## src/shared/ufwd_map.vh

```
// Register map and timing constants of the unknown-frame forward control block
`ifndef UFWD_MAP_VH
`define UFWD_MAP_VH

// ----------------------------------------
// Register offsets
// ----------------------------------------
`define UFWD_ADDR_UCAST      8'h83
`define UFWD_ADDR_MCAST      8'h84
`define UFWD_ADDR_VLAN       8'h85
`define UFWD_ADDR_IPMC       8'h86
`define UFWD_ADDR_RATE       8'h87

// ----------------------------------------
// Field positions
// ----------------------------------------
`define UFWD_EN_BIT          5
`define UFWD_SELF_BIT        6
`define UFWD_MAP_MSB         4
`define UFWD_MAP_RSV_BIT     3
`define UFWD_PER_MSB         5
`define UFWD_PER_LSB         4

// ----------------------------------------
// Reset, reserved and period select values
// ----------------------------------------
`define UFWD_RSV_UCAST       2'h2
`define UFWD_RSV_MCAST       2'h1
`define UFWD_RSV_VLAN        2'h0
`define UFWD_RSV_IPMC        1'h0
`define UFWD_RATE_RST        2'h1
`define UFWD_MAP_RST         5'h00
`define UFWD_PER_16          2'h0
`define UFWD_PER_64          2'h1

// ----------------------------------------
// Timing: period in ms, clock in kHz
// ----------------------------------------
`define UFWD_T16_MS          16
`define UFWD_T64_MS          64
`define UFWD_T256_MS         256
`define UFWD_CLK_KHZ         100000

`endif

```

## src/verilog/ufwd_ctrl.v

```verilog
// Unknown-frame forwarding control registers and decision logic
`timescale 1ns/10ps
`default_nettype none
`include "ufwd_map.vh"

module ufwd_ctrl
#(
    parameter PORTS   = 5,
    parameter CYC_16  = `UFWD_T16_MS * `UFWD_CLK_KHZ,
    parameter CYC_64  = `UFWD_T64_MS * `UFWD_CLK_KHZ,
    parameter CYC_256 = `UFWD_T256_MS * `UFWD_CLK_KHZ
)
(
    // Clock and reset
    input  wire             i_sys_clk,
    input  wire             i_resetn,
    // Register port
    input  wire [7:0]       i_addr,
    input  wire [7:0]       i_wdata,
    input  wire             i_wr,
    input  wire             i_rd,
    output reg  [7:0]       o_rdata,
    // Lookup request
    input  wire             i_lk_valid,
    input  wire             i_lk_ucast_miss,
    input  wire             i_lk_mcast_miss,
    input  wire             i_lk_vlan_miss,
    input  wire             i_lk_ipmc_miss,
    input  wire [PORTS-1:0] i_lk_default_map,
    // Lookup result
    output reg              o_fw_valid,
    output reg  [PORTS-1:0] o_fw_map,
    output reg              o_fw_special,
    // Egress self-address check
    input  wire             i_eg_valid,
    input  wire [47:0]      i_eg_dst_mac,
    input  wire [47:0]      i_station_mac,
    output reg              o_eg_discard,
    // Rate limit period
    output wire [1:0]       o_rate_period,
    output wire             o_rate_tick
);

    // ----------------------------------------
    // Registers
    // ----------------------------------------
    reg              ucast_en;
    reg  [4:0]       ucast_map;
    reg              mcast_en;
    reg  [4:0]       mcast_map;
    reg              vlan_en;
    reg  [4:0]       vlan_map;
    reg              ipmc_en;
    reg  [4:0]       ipmc_map;
    reg              self_en;
    reg  [1:0]       rate_per;
    reg  [PORTS-1:0] next_map;
    reg              next_special;

    // Map with reserved bit forced clear; software must keep it zero
    function [4:0] ufwd_clean;
        input [7:0] d;
        begin
            ufwd_clean = d[`UFWD_MAP_MSB:0];
            ufwd_clean[`UFWD_MAP_RSV_BIT] = 1'b0;
        end
    endfunction

    // Widen a 5-bit map to the port count
    function [PORTS-1:0] ufwd_ports;
        input [4:0] m;
        integer k;
        begin
            ufwd_ports = {PORTS{1'b0}};
            for (k = 0; k < PORTS && k < 5; k = k + 1)
                ufwd_ports[k] = m[k];
        end
    endfunction

    // ----------------------------------------
    // Register writes
    // ----------------------------------------
    always @(posedge i_sys_clk)
    begin
        if (!i_resetn)
        begin
            ucast_en  <= 1'b0;
            ucast_map <= `UFWD_MAP_RST;
            mcast_en  <= 1'b0;
            mcast_map <= `UFWD_MAP_RST;
            vlan_en   <= 1'b0;
            vlan_map  <= `UFWD_MAP_RST;
            ipmc_en   <= 1'b0;
            ipmc_map  <= `UFWD_MAP_RST;
            self_en   <= 1'b0;
            rate_per  <= `UFWD_RATE_RST;
        end
        else if (i_wr)
        begin
            case (i_addr)
                `UFWD_ADDR_UCAST:
                begin
                    ucast_en  <= i_wdata[`UFWD_EN_BIT];
                    ucast_map <= ufwd_clean(i_wdata);
                end
                `UFWD_ADDR_MCAST:
                begin
                    mcast_en  <= i_wdata[`UFWD_EN_BIT];
                    mcast_map <= ufwd_clean(i_wdata);
                end
                `UFWD_ADDR_VLAN:
                begin
                    vlan_en  <= i_wdata[`UFWD_EN_BIT];
                    vlan_map <= ufwd_clean(i_wdata);
                end
                `UFWD_ADDR_IPMC:
                begin
                    self_en  <= i_wdata[`UFWD_SELF_BIT];
                    ipmc_en  <= i_wdata[`UFWD_EN_BIT];
                    ipmc_map <= ufwd_clean(i_wdata);
                end
                `UFWD_ADDR_RATE:
                    rate_per <= i_wdata[`UFWD_PER_MSB:`UFWD_PER_LSB];
                default:
                    ;
            endcase
        end
    end

    // ----------------------------------------
    // Register reads, data one cycle later
    // ----------------------------------------
    always @(posedge i_sys_clk)
    begin
        if (!i_resetn)
            o_rdata <= 8'h00;
        else if (i_rd)
        begin
            case (i_addr)
                `UFWD_ADDR_UCAST: o_rdata <= {`UFWD_RSV_UCAST, ucast_en, ucast_map};
                `UFWD_ADDR_MCAST: o_rdata <= {`UFWD_RSV_MCAST, mcast_en, mcast_map};
                `UFWD_ADDR_VLAN:  o_rdata <= {`UFWD_RSV_VLAN, vlan_en, vlan_map};
                `UFWD_ADDR_IPMC:  o_rdata <= {`UFWD_RSV_IPMC, self_en, ipmc_en, ipmc_map};
                `UFWD_ADDR_RATE:  o_rdata <= {2'h0, rate_per, 4'h0};
                default:          o_rdata <= 8'h00;
            endcase
        end
        else
            o_rdata <= 8'h00;
    end

    // ----------------------------------------
    // Forwarding decision
    // ----------------------------------------
    // VLAN miss checked first: an unknown VID frame has no valid table at all
    always @*
    begin
        next_map     = i_lk_default_map;
        next_special = 1'b0;
        if (i_lk_vlan_miss && vlan_en)
        begin
            next_map     = ufwd_ports(vlan_map);
            next_special = 1'b1;
        end
        else if (i_lk_ipmc_miss && ipmc_en)
        begin
            next_map     = ufwd_ports(ipmc_map);
            next_special = 1'b1;
        end
        else if (i_lk_mcast_miss && !i_lk_ipmc_miss && mcast_en)
        begin
            next_map     = ufwd_ports(mcast_map);
            next_special = 1'b1;
        end
        else if (i_lk_ucast_miss && ucast_en)
        begin
            next_map     = ufwd_ports(ucast_map);
            next_special = 1'b1;
        end
    end

    always @(posedge i_sys_clk)
    begin
        if (!i_resetn)
        begin
            o_fw_valid   <= 1'b0;
            o_fw_map     <= {PORTS{1'b0}};
            o_fw_special <= 1'b0;
            o_eg_discard <= 1'b0;
        end
        else
        begin
            o_fw_valid   <= i_lk_valid;
            o_fw_map     <= i_lk_valid ? next_map : {PORTS{1'b0}};
            o_fw_special <= i_lk_valid & next_special;
            // Egress compare against own station address
            o_eg_discard <= i_eg_valid & self_en &
                            (i_eg_dst_mac == i_station_mac);
        end
    end

    // ----------------------------------------
    // Rate limit period
    // ----------------------------------------
    assign o_rate_period = rate_per;

    ufwd_period_tick
    #(
        .CNT_W   (25),
        .CYC_16  (CYC_16),
        .CYC_64  (CYC_64),
        .CYC_256 (CYC_256)
    )
    u_tick
    (
        .i_sys_clk (i_sys_clk),
        .i_resetn  (i_resetn),
        .i_sel     (rate_per),
        .o_tick    (o_rate_tick)
    );

endmodule
`default_nettype wire

```

## src/verilog/ufwd_period_tick.v

```verilog
// Ingress rate limit period tick generator
`timescale 1ns/10ps
`default_nettype none
`include "ufwd_map.vh"

module ufwd_period_tick
#(
    parameter CNT_W    = 25,
    parameter CYC_16   = `UFWD_T16_MS * `UFWD_CLK_KHZ,
    parameter CYC_64   = `UFWD_T64_MS * `UFWD_CLK_KHZ,
    parameter CYC_256  = `UFWD_T256_MS * `UFWD_CLK_KHZ
)
(
    // Clock and reset
    input  wire             i_sys_clk,
    input  wire             i_resetn,
    // Period select
    input  wire [1:0]       i_sel,
    // Tick out
    output reg              o_tick
);

    reg  [CNT_W-1:0] count;
    wire [CNT_W-1:0] limit;

    // ----------------------------------------
    // Window length select
    // ----------------------------------------
    // Upper bit set means longest window regardless of low bit
    assign limit = i_sel[1] ? CYC_256[CNT_W-1:0] :
                   (i_sel[0] ? CYC_64[CNT_W-1:0] : CYC_16[CNT_W-1:0]);

    // ----------------------------------------
    // Counter
    // ----------------------------------------
    always @(posedge i_sys_clk)
    begin
        if (!i_resetn)
        begin
            count  <= {CNT_W{1'b0}};
            o_tick <= 1'b0;
        end
        // A window shortened to or below the current count restarts at once
        else if (count >= limit - 1'b1)
        begin
            count  <= {CNT_W{1'b0}};
            o_tick <= 1'b1;
        end
        else
        begin
            count  <= count + 1'b1;
            o_tick <= 1'b0;
        end
    end

endmodule
`default_nettype wire
```

## config.mk

```make
export PLATFORM = sky130hd
export DESIGN_NAME = ufwd_ctrl
export DESIGN_NICKNAME = d
export VERILOG_FILES = /design/src/verilog/ufwd_ctrl.v /design/src/verilog/ufwd_period_tick.v
export VERILOG_INCLUDE_DIRS = /design/src /design/src/shared
export SDC_FILE = /design/constraint.sdc
export NUM_CORES = 1
export LEC_CHECK = 0
export BUFFER_PORTS_ARGS = -buffer_cell sky130_fd_sc_hd__buf_2
export CAP_MARGIN = 20
export CELL_PAD_IN_SITES_DETAIL_PLACEMENT = 0
export CELL_PAD_IN_SITES_GLOBAL_PLACEMENT = 2
export CORE_MARGIN = 1.5
export CORE_UTILIZATION = 26
export CTS_BUF_LIST = sky130_fd_sc_hd__clkbuf_8
export DETAILED_ROUTE_END_ITERATION = 8
export HOLD_SLACK_MARGIN = 0.02
export PLACE_DENSITY_LB_ADDON = 0.2
export SLEW_MARGIN = 20
export SYNTH_ARGS = -nofsm -noshare
export SYNTH_HDL_FRONTEND = slang
export SYNTH_SLANG_ARGS = --single-unit
```

## constraint.sdc

```tcl
create_clock -name i_sys_clk -period 2.2 [get_ports i_sys_clk]
set_input_delay 0.66 -clock i_sys_clk [delete_from_list [all_inputs] [get_ports i_sys_clk]]
set_output_delay 0.66 -clock i_sys_clk [all_outputs]
set_load 0.02 [all_outputs]
```

**Yosys cells after proc, flatten, opt, wreduce, memory -nomap -nowiden**

Cells that the tools add are included.

- Multipliers: 0
- Multiplexer cells: 12
- Add/sub/neg operators: 2
- Equal/unequal tests: 6
- Shift-type cells: 0
- Reductions and logical operators: 15
- Divide/modulo/power cells: 0
- Magnitude comparators: 1
- Bitwise logic cells: 5

Operators by type and width:

| kind | number |
|---|---|
| 48-bit equality test | 1 |
| 8-bit equality test, second input constant | 5 |
| 8-bit one-hot mux with 5 select lines | 1 |
| 25-bit by 1-bit adder with 25-bit output, second input constant | 1 |
| 25-bit greater-or-equal comparator | 1 |
| 25-bit 2-to-1 mux | 1 |
| 25-bit by 1-bit subtractor with 25-bit output, second input constant | 1 |
| 23-bit 2-to-1 mux | 1 |
| 5-bit 2-to-1 mux | 4 |
| 2-bit AND reduction | 7 |
| 1-bit logical AND | 5 |
| 1-bit 2-to-1 mux | 5 |
| 5-bit OR reduction | 1 |
| 1-bit AND | 3 |
| 1-bit inverter | 2 |
| 2-bit OR reduction | 1 |
| 1-bit logical NOT | 1 |

- Logic and storage cells: 59
- RAM bits: 0
- Memories kept: 0
- Input bits: 127
- Latch bits: 0
- Flip-flop bits (word level): 65
- Output and inout bits: 19
- Bits in read-only memories: 0

**Logic depth before layout (Yosys ltp)**

- Word-level depth: 7
- Gate-level depth with buffers: 10

**By module**

A second synthesis with hierarchy kept.

- Cells, all modules: 441
- Area total of the unflattened synthesis: 4018.9 um2

Modules (own cells, without submodules):

| module | times used | area each (um2) | cells an instance |
|---|---|---|---|
| ufwd_ctrl | 1 | 2358.5 | 247 |
| ufwd_period_tick | 1 | 1660.3 | 194 |

**Least setup slack after synthesis**

Ideal clock, no wire load.

- Kind: register -> register
- From: register rate_per[1], in the netlist o_rate_period[1]
- To: register u_tick.count[18]
- Arrival time: 2281 ps
- Data required time: 2120 ps
- Stages on the path, launching flop included: 11
- Setup slack: -161 ps
- Clock period less this slack: 2361 ps
- Cell sequence: dfxtp_1 inv_1 nand2_1 inv_1 ha_1 a31oi_1 nor2b_1 a2111oi_2 o211ai_2 buf_2 nor3b_1

- Longest elaborated chain between the ends: 4

Ends and longest elaborated chain:

| item | RTL line | RTL |
|---|---|---|
| from (decl) | ufwd_ctrl.v:56 | `reg [1:0] rate_per;` |
| from (signal assigned) | ufwd_ctrl.v:96 | `` rate_per <= `UFWD_RATE_RST; `` |
| from (signal assigned) | ufwd_ctrl.v:123 | `` rate_per <= i_wdata[`UFWD_PER_MSB:`UFWD_PER_LSB]; `` |
| 25-bit 2-to-1 mux | ufwd_period_tick.v:30 | `assign limit = i_sel[1] ? CYC_256[CNT_W-1:0] :` |
| 25-bit by 1-bit subtractor with 25-bit output | ufwd_period_tick.v:44 | `else if (count >= limit - 1'b1)` |
| 25-bit greater-or-equal comparator | ufwd_period_tick.v:44 |  |
| 2-bit OR reduction (no source line) | n/a |  |
| to (signal assigned) | ufwd_period_tick.v:40 | `count <= {CNT_W{1'b0}};` |
| to (signal assigned) | ufwd_period_tick.v:46 | `count <= {CNT_W{1'b0}};` |
| to (signal assigned) | ufwd_period_tick.v:51 | `count <= count + 1'b1;` |
| to (decl) | ufwd_period_tick.v:23 | `reg [CNT_W-1:0] count;` |

No other way between the ends.
A chain may end at the register's enable or synchronous reset.

**Worst setup path in the final report**

- From: register rate_per[0], in the netlist o_rate_period[0]
- To: register u_tick.count[21]

- Longest elaborated chain between the ends: 5

Ends and longest elaborated chain:

| item | RTL line | RTL |
|---|---|---|
| 23-bit 2-to-1 mux | ufwd_period_tick.v:31 | `(i_sel[0] ? CYC_64[CNT_W-1:0] : CYC_16[CNT_W-1:0]);` |
| 25-bit 2-to-1 mux | ufwd_period_tick.v:30 |  |
| 25-bit by 1-bit subtractor with 25-bit output | ufwd_period_tick.v:44 |  |
| 25-bit greater-or-equal comparator | ufwd_period_tick.v:44 |  |
| 2-bit OR reduction (no source line) | n/a |  |

No other way between the ends.

==> flow_summary.toml <==
[run_status]
status = "finished, violations left"
failed_checks = "DRC"

[pwr]
power_switching_mw = 0.6470
intPower_mw = 1.858
power.leakage_nw = 2.176
p_seq_share_pct = 46.8
pwr-share-clk_pct = 40.7
switching_share_pct = 25.83
pwr_density_cell_nw_per_um2 = 465.2
combPwrFrac_pct = 12.6
ir_drop_v = 0.0002158

[finish]
n_antenna_cell = 0
fin_util_pct = 36.77
seq_area_um2 = 1289
area_growth_pct = 37.55
nNetsFinal = 750
drive_above_1_share_pct = 37.85
multiInputGateArea_um2 = 2656
fillers = 1552

[routing]
antenna_left = 0
vias_per_cell = 4.624
wl_per_cell_um = 14.78
drtPass1Iterations = 7
drt_iter0_drc = 164
drt-total-wl_mm = 11.78
via_count = 3685
post-route-drc-count = 4

[die]
start_util_pct = 26.73
core-area_um2 = 14640
ios = 146
rows = 44
dieWidth_um = 125.7
fp.dieH_um = 125.7
die_area_um2 = 15800

[sta]
fin_crit_sh_pct = 96.05
whs_ns = 0.4875
max_freq_mhz = 473.2
slew_viol_final = 0
setup_viol = 0
rsz0062_at_grt = "no"
finalSetupTns_ns = 0
fin_skew_ns = 0.01055
period_minus_slack_ns = 2.113
final_hold_viol_count = 0

[synthesis]
synth_ff_type = "dfxtp_1"
synth_edf_count = 0
synth_common_cells = "dfxtp_1, xnor2_1, nand2_1"
synthMuxAreaShare_pct = 5.433
synth_area_leaders = "dfxtp_1, xnor2_1, xor2_1"
synth_compound_area_share_pct = 9.396
syn_nets = 590
synth_top_family_by_area = "simple AND/OR/NAND/NOR gates"
yosysMostFrequentCell = "dfxtp_1"
ys_types = 54
synth-seq-area-share_pct = 32.73
postSynthAreaPerCell_um2 = 8.739
synth_fa_ha_area_share_pct = 4.794
synth_seq_cells = 64
synth_area_leader_cell = "dfxtp_1"
synthCells = 448
yosysWarnings = 0
yosys.area_share.simple_pct = 27.93
syn_area_um2 = 3915
ys_async_sr_fraction_pct = 0
synth_xor_area_share_pct = 15.88
synth.top_cell.area_share_pct = 32.73

[hold_path]
min_delay_path_depth = 1
hold_class = "flip-flop to flip-flop"

[clock_tree]
cts_buffer_depth = 2
cts_max_level = 3
ctsRootBufferMaster = "clkbuf_8"
cts_tree = "built"
path_clk_slew_ns = 0.07
cts_buffers = 9
clock_latency_ns = 0.36
clock_sink_count = 64

[grt]
antenna_found_initial = 0
grt_pass1_wl_mm = 18.77
grt_max_degree = 52
grtUsageMet2_pct = 27.12
use_met3_pct = 3.823
grt_pass1_vias = 3705
top_usage_layer = "met2"
gr-total-overflow = 0
gr-usage-met1_pct = 17.53
grt.total_usage_pct = 15.02

[run]
drv_cap = 0

[critical_path]
required_ns = 2.47
reg2reg_depth = 10
worstPathMaxFanout = 8
path_class = "flip-flop to flip-flop"
cp-end-kind = "flip-flop"
startpoint_type = "flip-flop"
critPathArrivalTime_ns = 2.38

[placed_design]
gp_congestion = 0.7681
hpwl_mm = 9.225
port_buffers = 142
-- stage by stage --
step	power [mW]	cells	setup WS, ns	instance area [um2]
2_1_floorplan	1.342	448	0.02235	3920
3_3_place_gp	1.512	777	-0.1823	4965
3_5_place_dp	1.516	777	-0.2011	4965
4_1_cts	2.551	794	0.006066	5177
5_1_grt	2.633	797	0.01216	5385
6_report	2.505	797	0.08695	5385
-- what timing repair did --
action / in CTS / in global routing
setup buffers: 1 / 2
setup endpoints to repair: 26 / 26
cloned: 0 / 1
pin swaps: 2 / 4
hold buffers: 0 / 0
resized for setup: 3 / 29
endpoints found under the hold margin: 0 / 0
-- metal layers --
layer	vias to the layer above	routed length, um
met3	14	483
met5	-	0
met1	1711	5041
met4	0	163
li1	1892	-
met2	68	6092
-- worst paths after layout --
| kind | start | end | slack [ns] |
|---|---|---|---|
| max reg2reg | o_rate_period[0] | u_tick.count[21] | 0.09 |
| min reg2reg | u_tick.count[0] | u_tick.count[0] | 0.49 |
| min | u_tick.count[0] | u_tick.count[0] | 0.49 |
| max | o_rate_period[0] | u_tick.count[21] | 0.09 |
-- cells in the final DEF, fill, tap and decap left out, types with 3 or more instances in the layout --
cell | netlist | layout
a21boi_0 | 5 | 5
a21oi_1 | 17 | 14
a21oi_2 | 0 | 3
a22oi_1 | 3 | 3
a311oi_1 | 4 | 4
and2_1 | 3 | 3
and3_1 | 5 | 5
buf_2 | 9 | 142
buf_4 | 1 | 24
clkbuf_8 | 0 | 9
clkinv_2 | 0 | 3
dfxtp_1 | 64 | 62
ha_1 | 15 | 10
ha_4 | 0 | 5
inv_1 | 10 | 10
mux2i_1 | 19 | 19
nand2_1 | 41 | 39
nand3_1 | 22 | 20
nand3_2 | 1 | 3
nand4_1 | 13 | 13
nor2_1 | 29 | 29
nor2b_1 | 22 | 22
nor3_1 | 12 | 12
nor3b_1 | 11 | 4
nor3b_2 | 2 | 9
nor4_1 | 10 | 9
nor4_4 | 2 | 3
o21ai_0 | 9 | 6
or3_1 | 3 | 3
xnor2_1 | 46 | 46
xor2_1 | 25 | 25
-- worst max-delay path, cell delays in order, from the launching register on --
cell	delay, ns
dfxtp_4	0.36
or2_4	0.30
inv_1	0.07
ha_1	0.22
nand2_2	0.08
o21ai_2	0.09
a2111oi_4	0.33
o211ai_2	0.11
buf_6	0.15
buf_12	0.13
nor3b_1	0.18
-- cell families (layout without fill, tap and decap cells) --
group                    Yosys count  count (layout)
multiplexers                      21              21
AND/OR/NAND/NOR                  191             191
adder cells (fa/ha/maj)           15              15
buffers and inverters             32             197
other                              1               1
flip-flops                        64              64
AO/OA/AOI/OAI                     53              53
XOR/XNOR                          71              71
-- registers in the layout (all words and copies together), names as in the netlist --
name,cells
ipmc_map,4
o_fw_valid,1
o_rdata,7
mcast_en,1
o_rate_period,2
mcast_map,4
ucast_en,1
o_fw_map,5
ipmc_en,1
self_en,1
ucast_map,4
o_fw_special,1
u_tick.count,25
vlan_map,4
o_eg_discard,1
u_tick.o_tick,1
vlan_en,1
-- layout make-up --
cell class	instances	share of cell area, %
Inverter	10	0.6970
Tap cell	184	4.275
Timing Repair Buffer	171	18.17
Clock buffer	9	2.300
Clock inverter	7	1.301
Sequential cell	64	23.93
Multi-Input combinational cell	352	49.33
-- power groups by stage --
stage / logic [mW] / clock network [mW] / registers, mW
final: 0.315 / 1.02 / 1.17
after detailed placement: 0.316 / 0 / 1.20
after floorplan: 0.137 / 0 / 1.20
after CTS: 0.317 / 1.06 / 1.17
after global placement: 0.313 / 0 / 1.20
after global routing: 0.348 / 1.11 / 1.17
(Power assumes the default switching activity.)
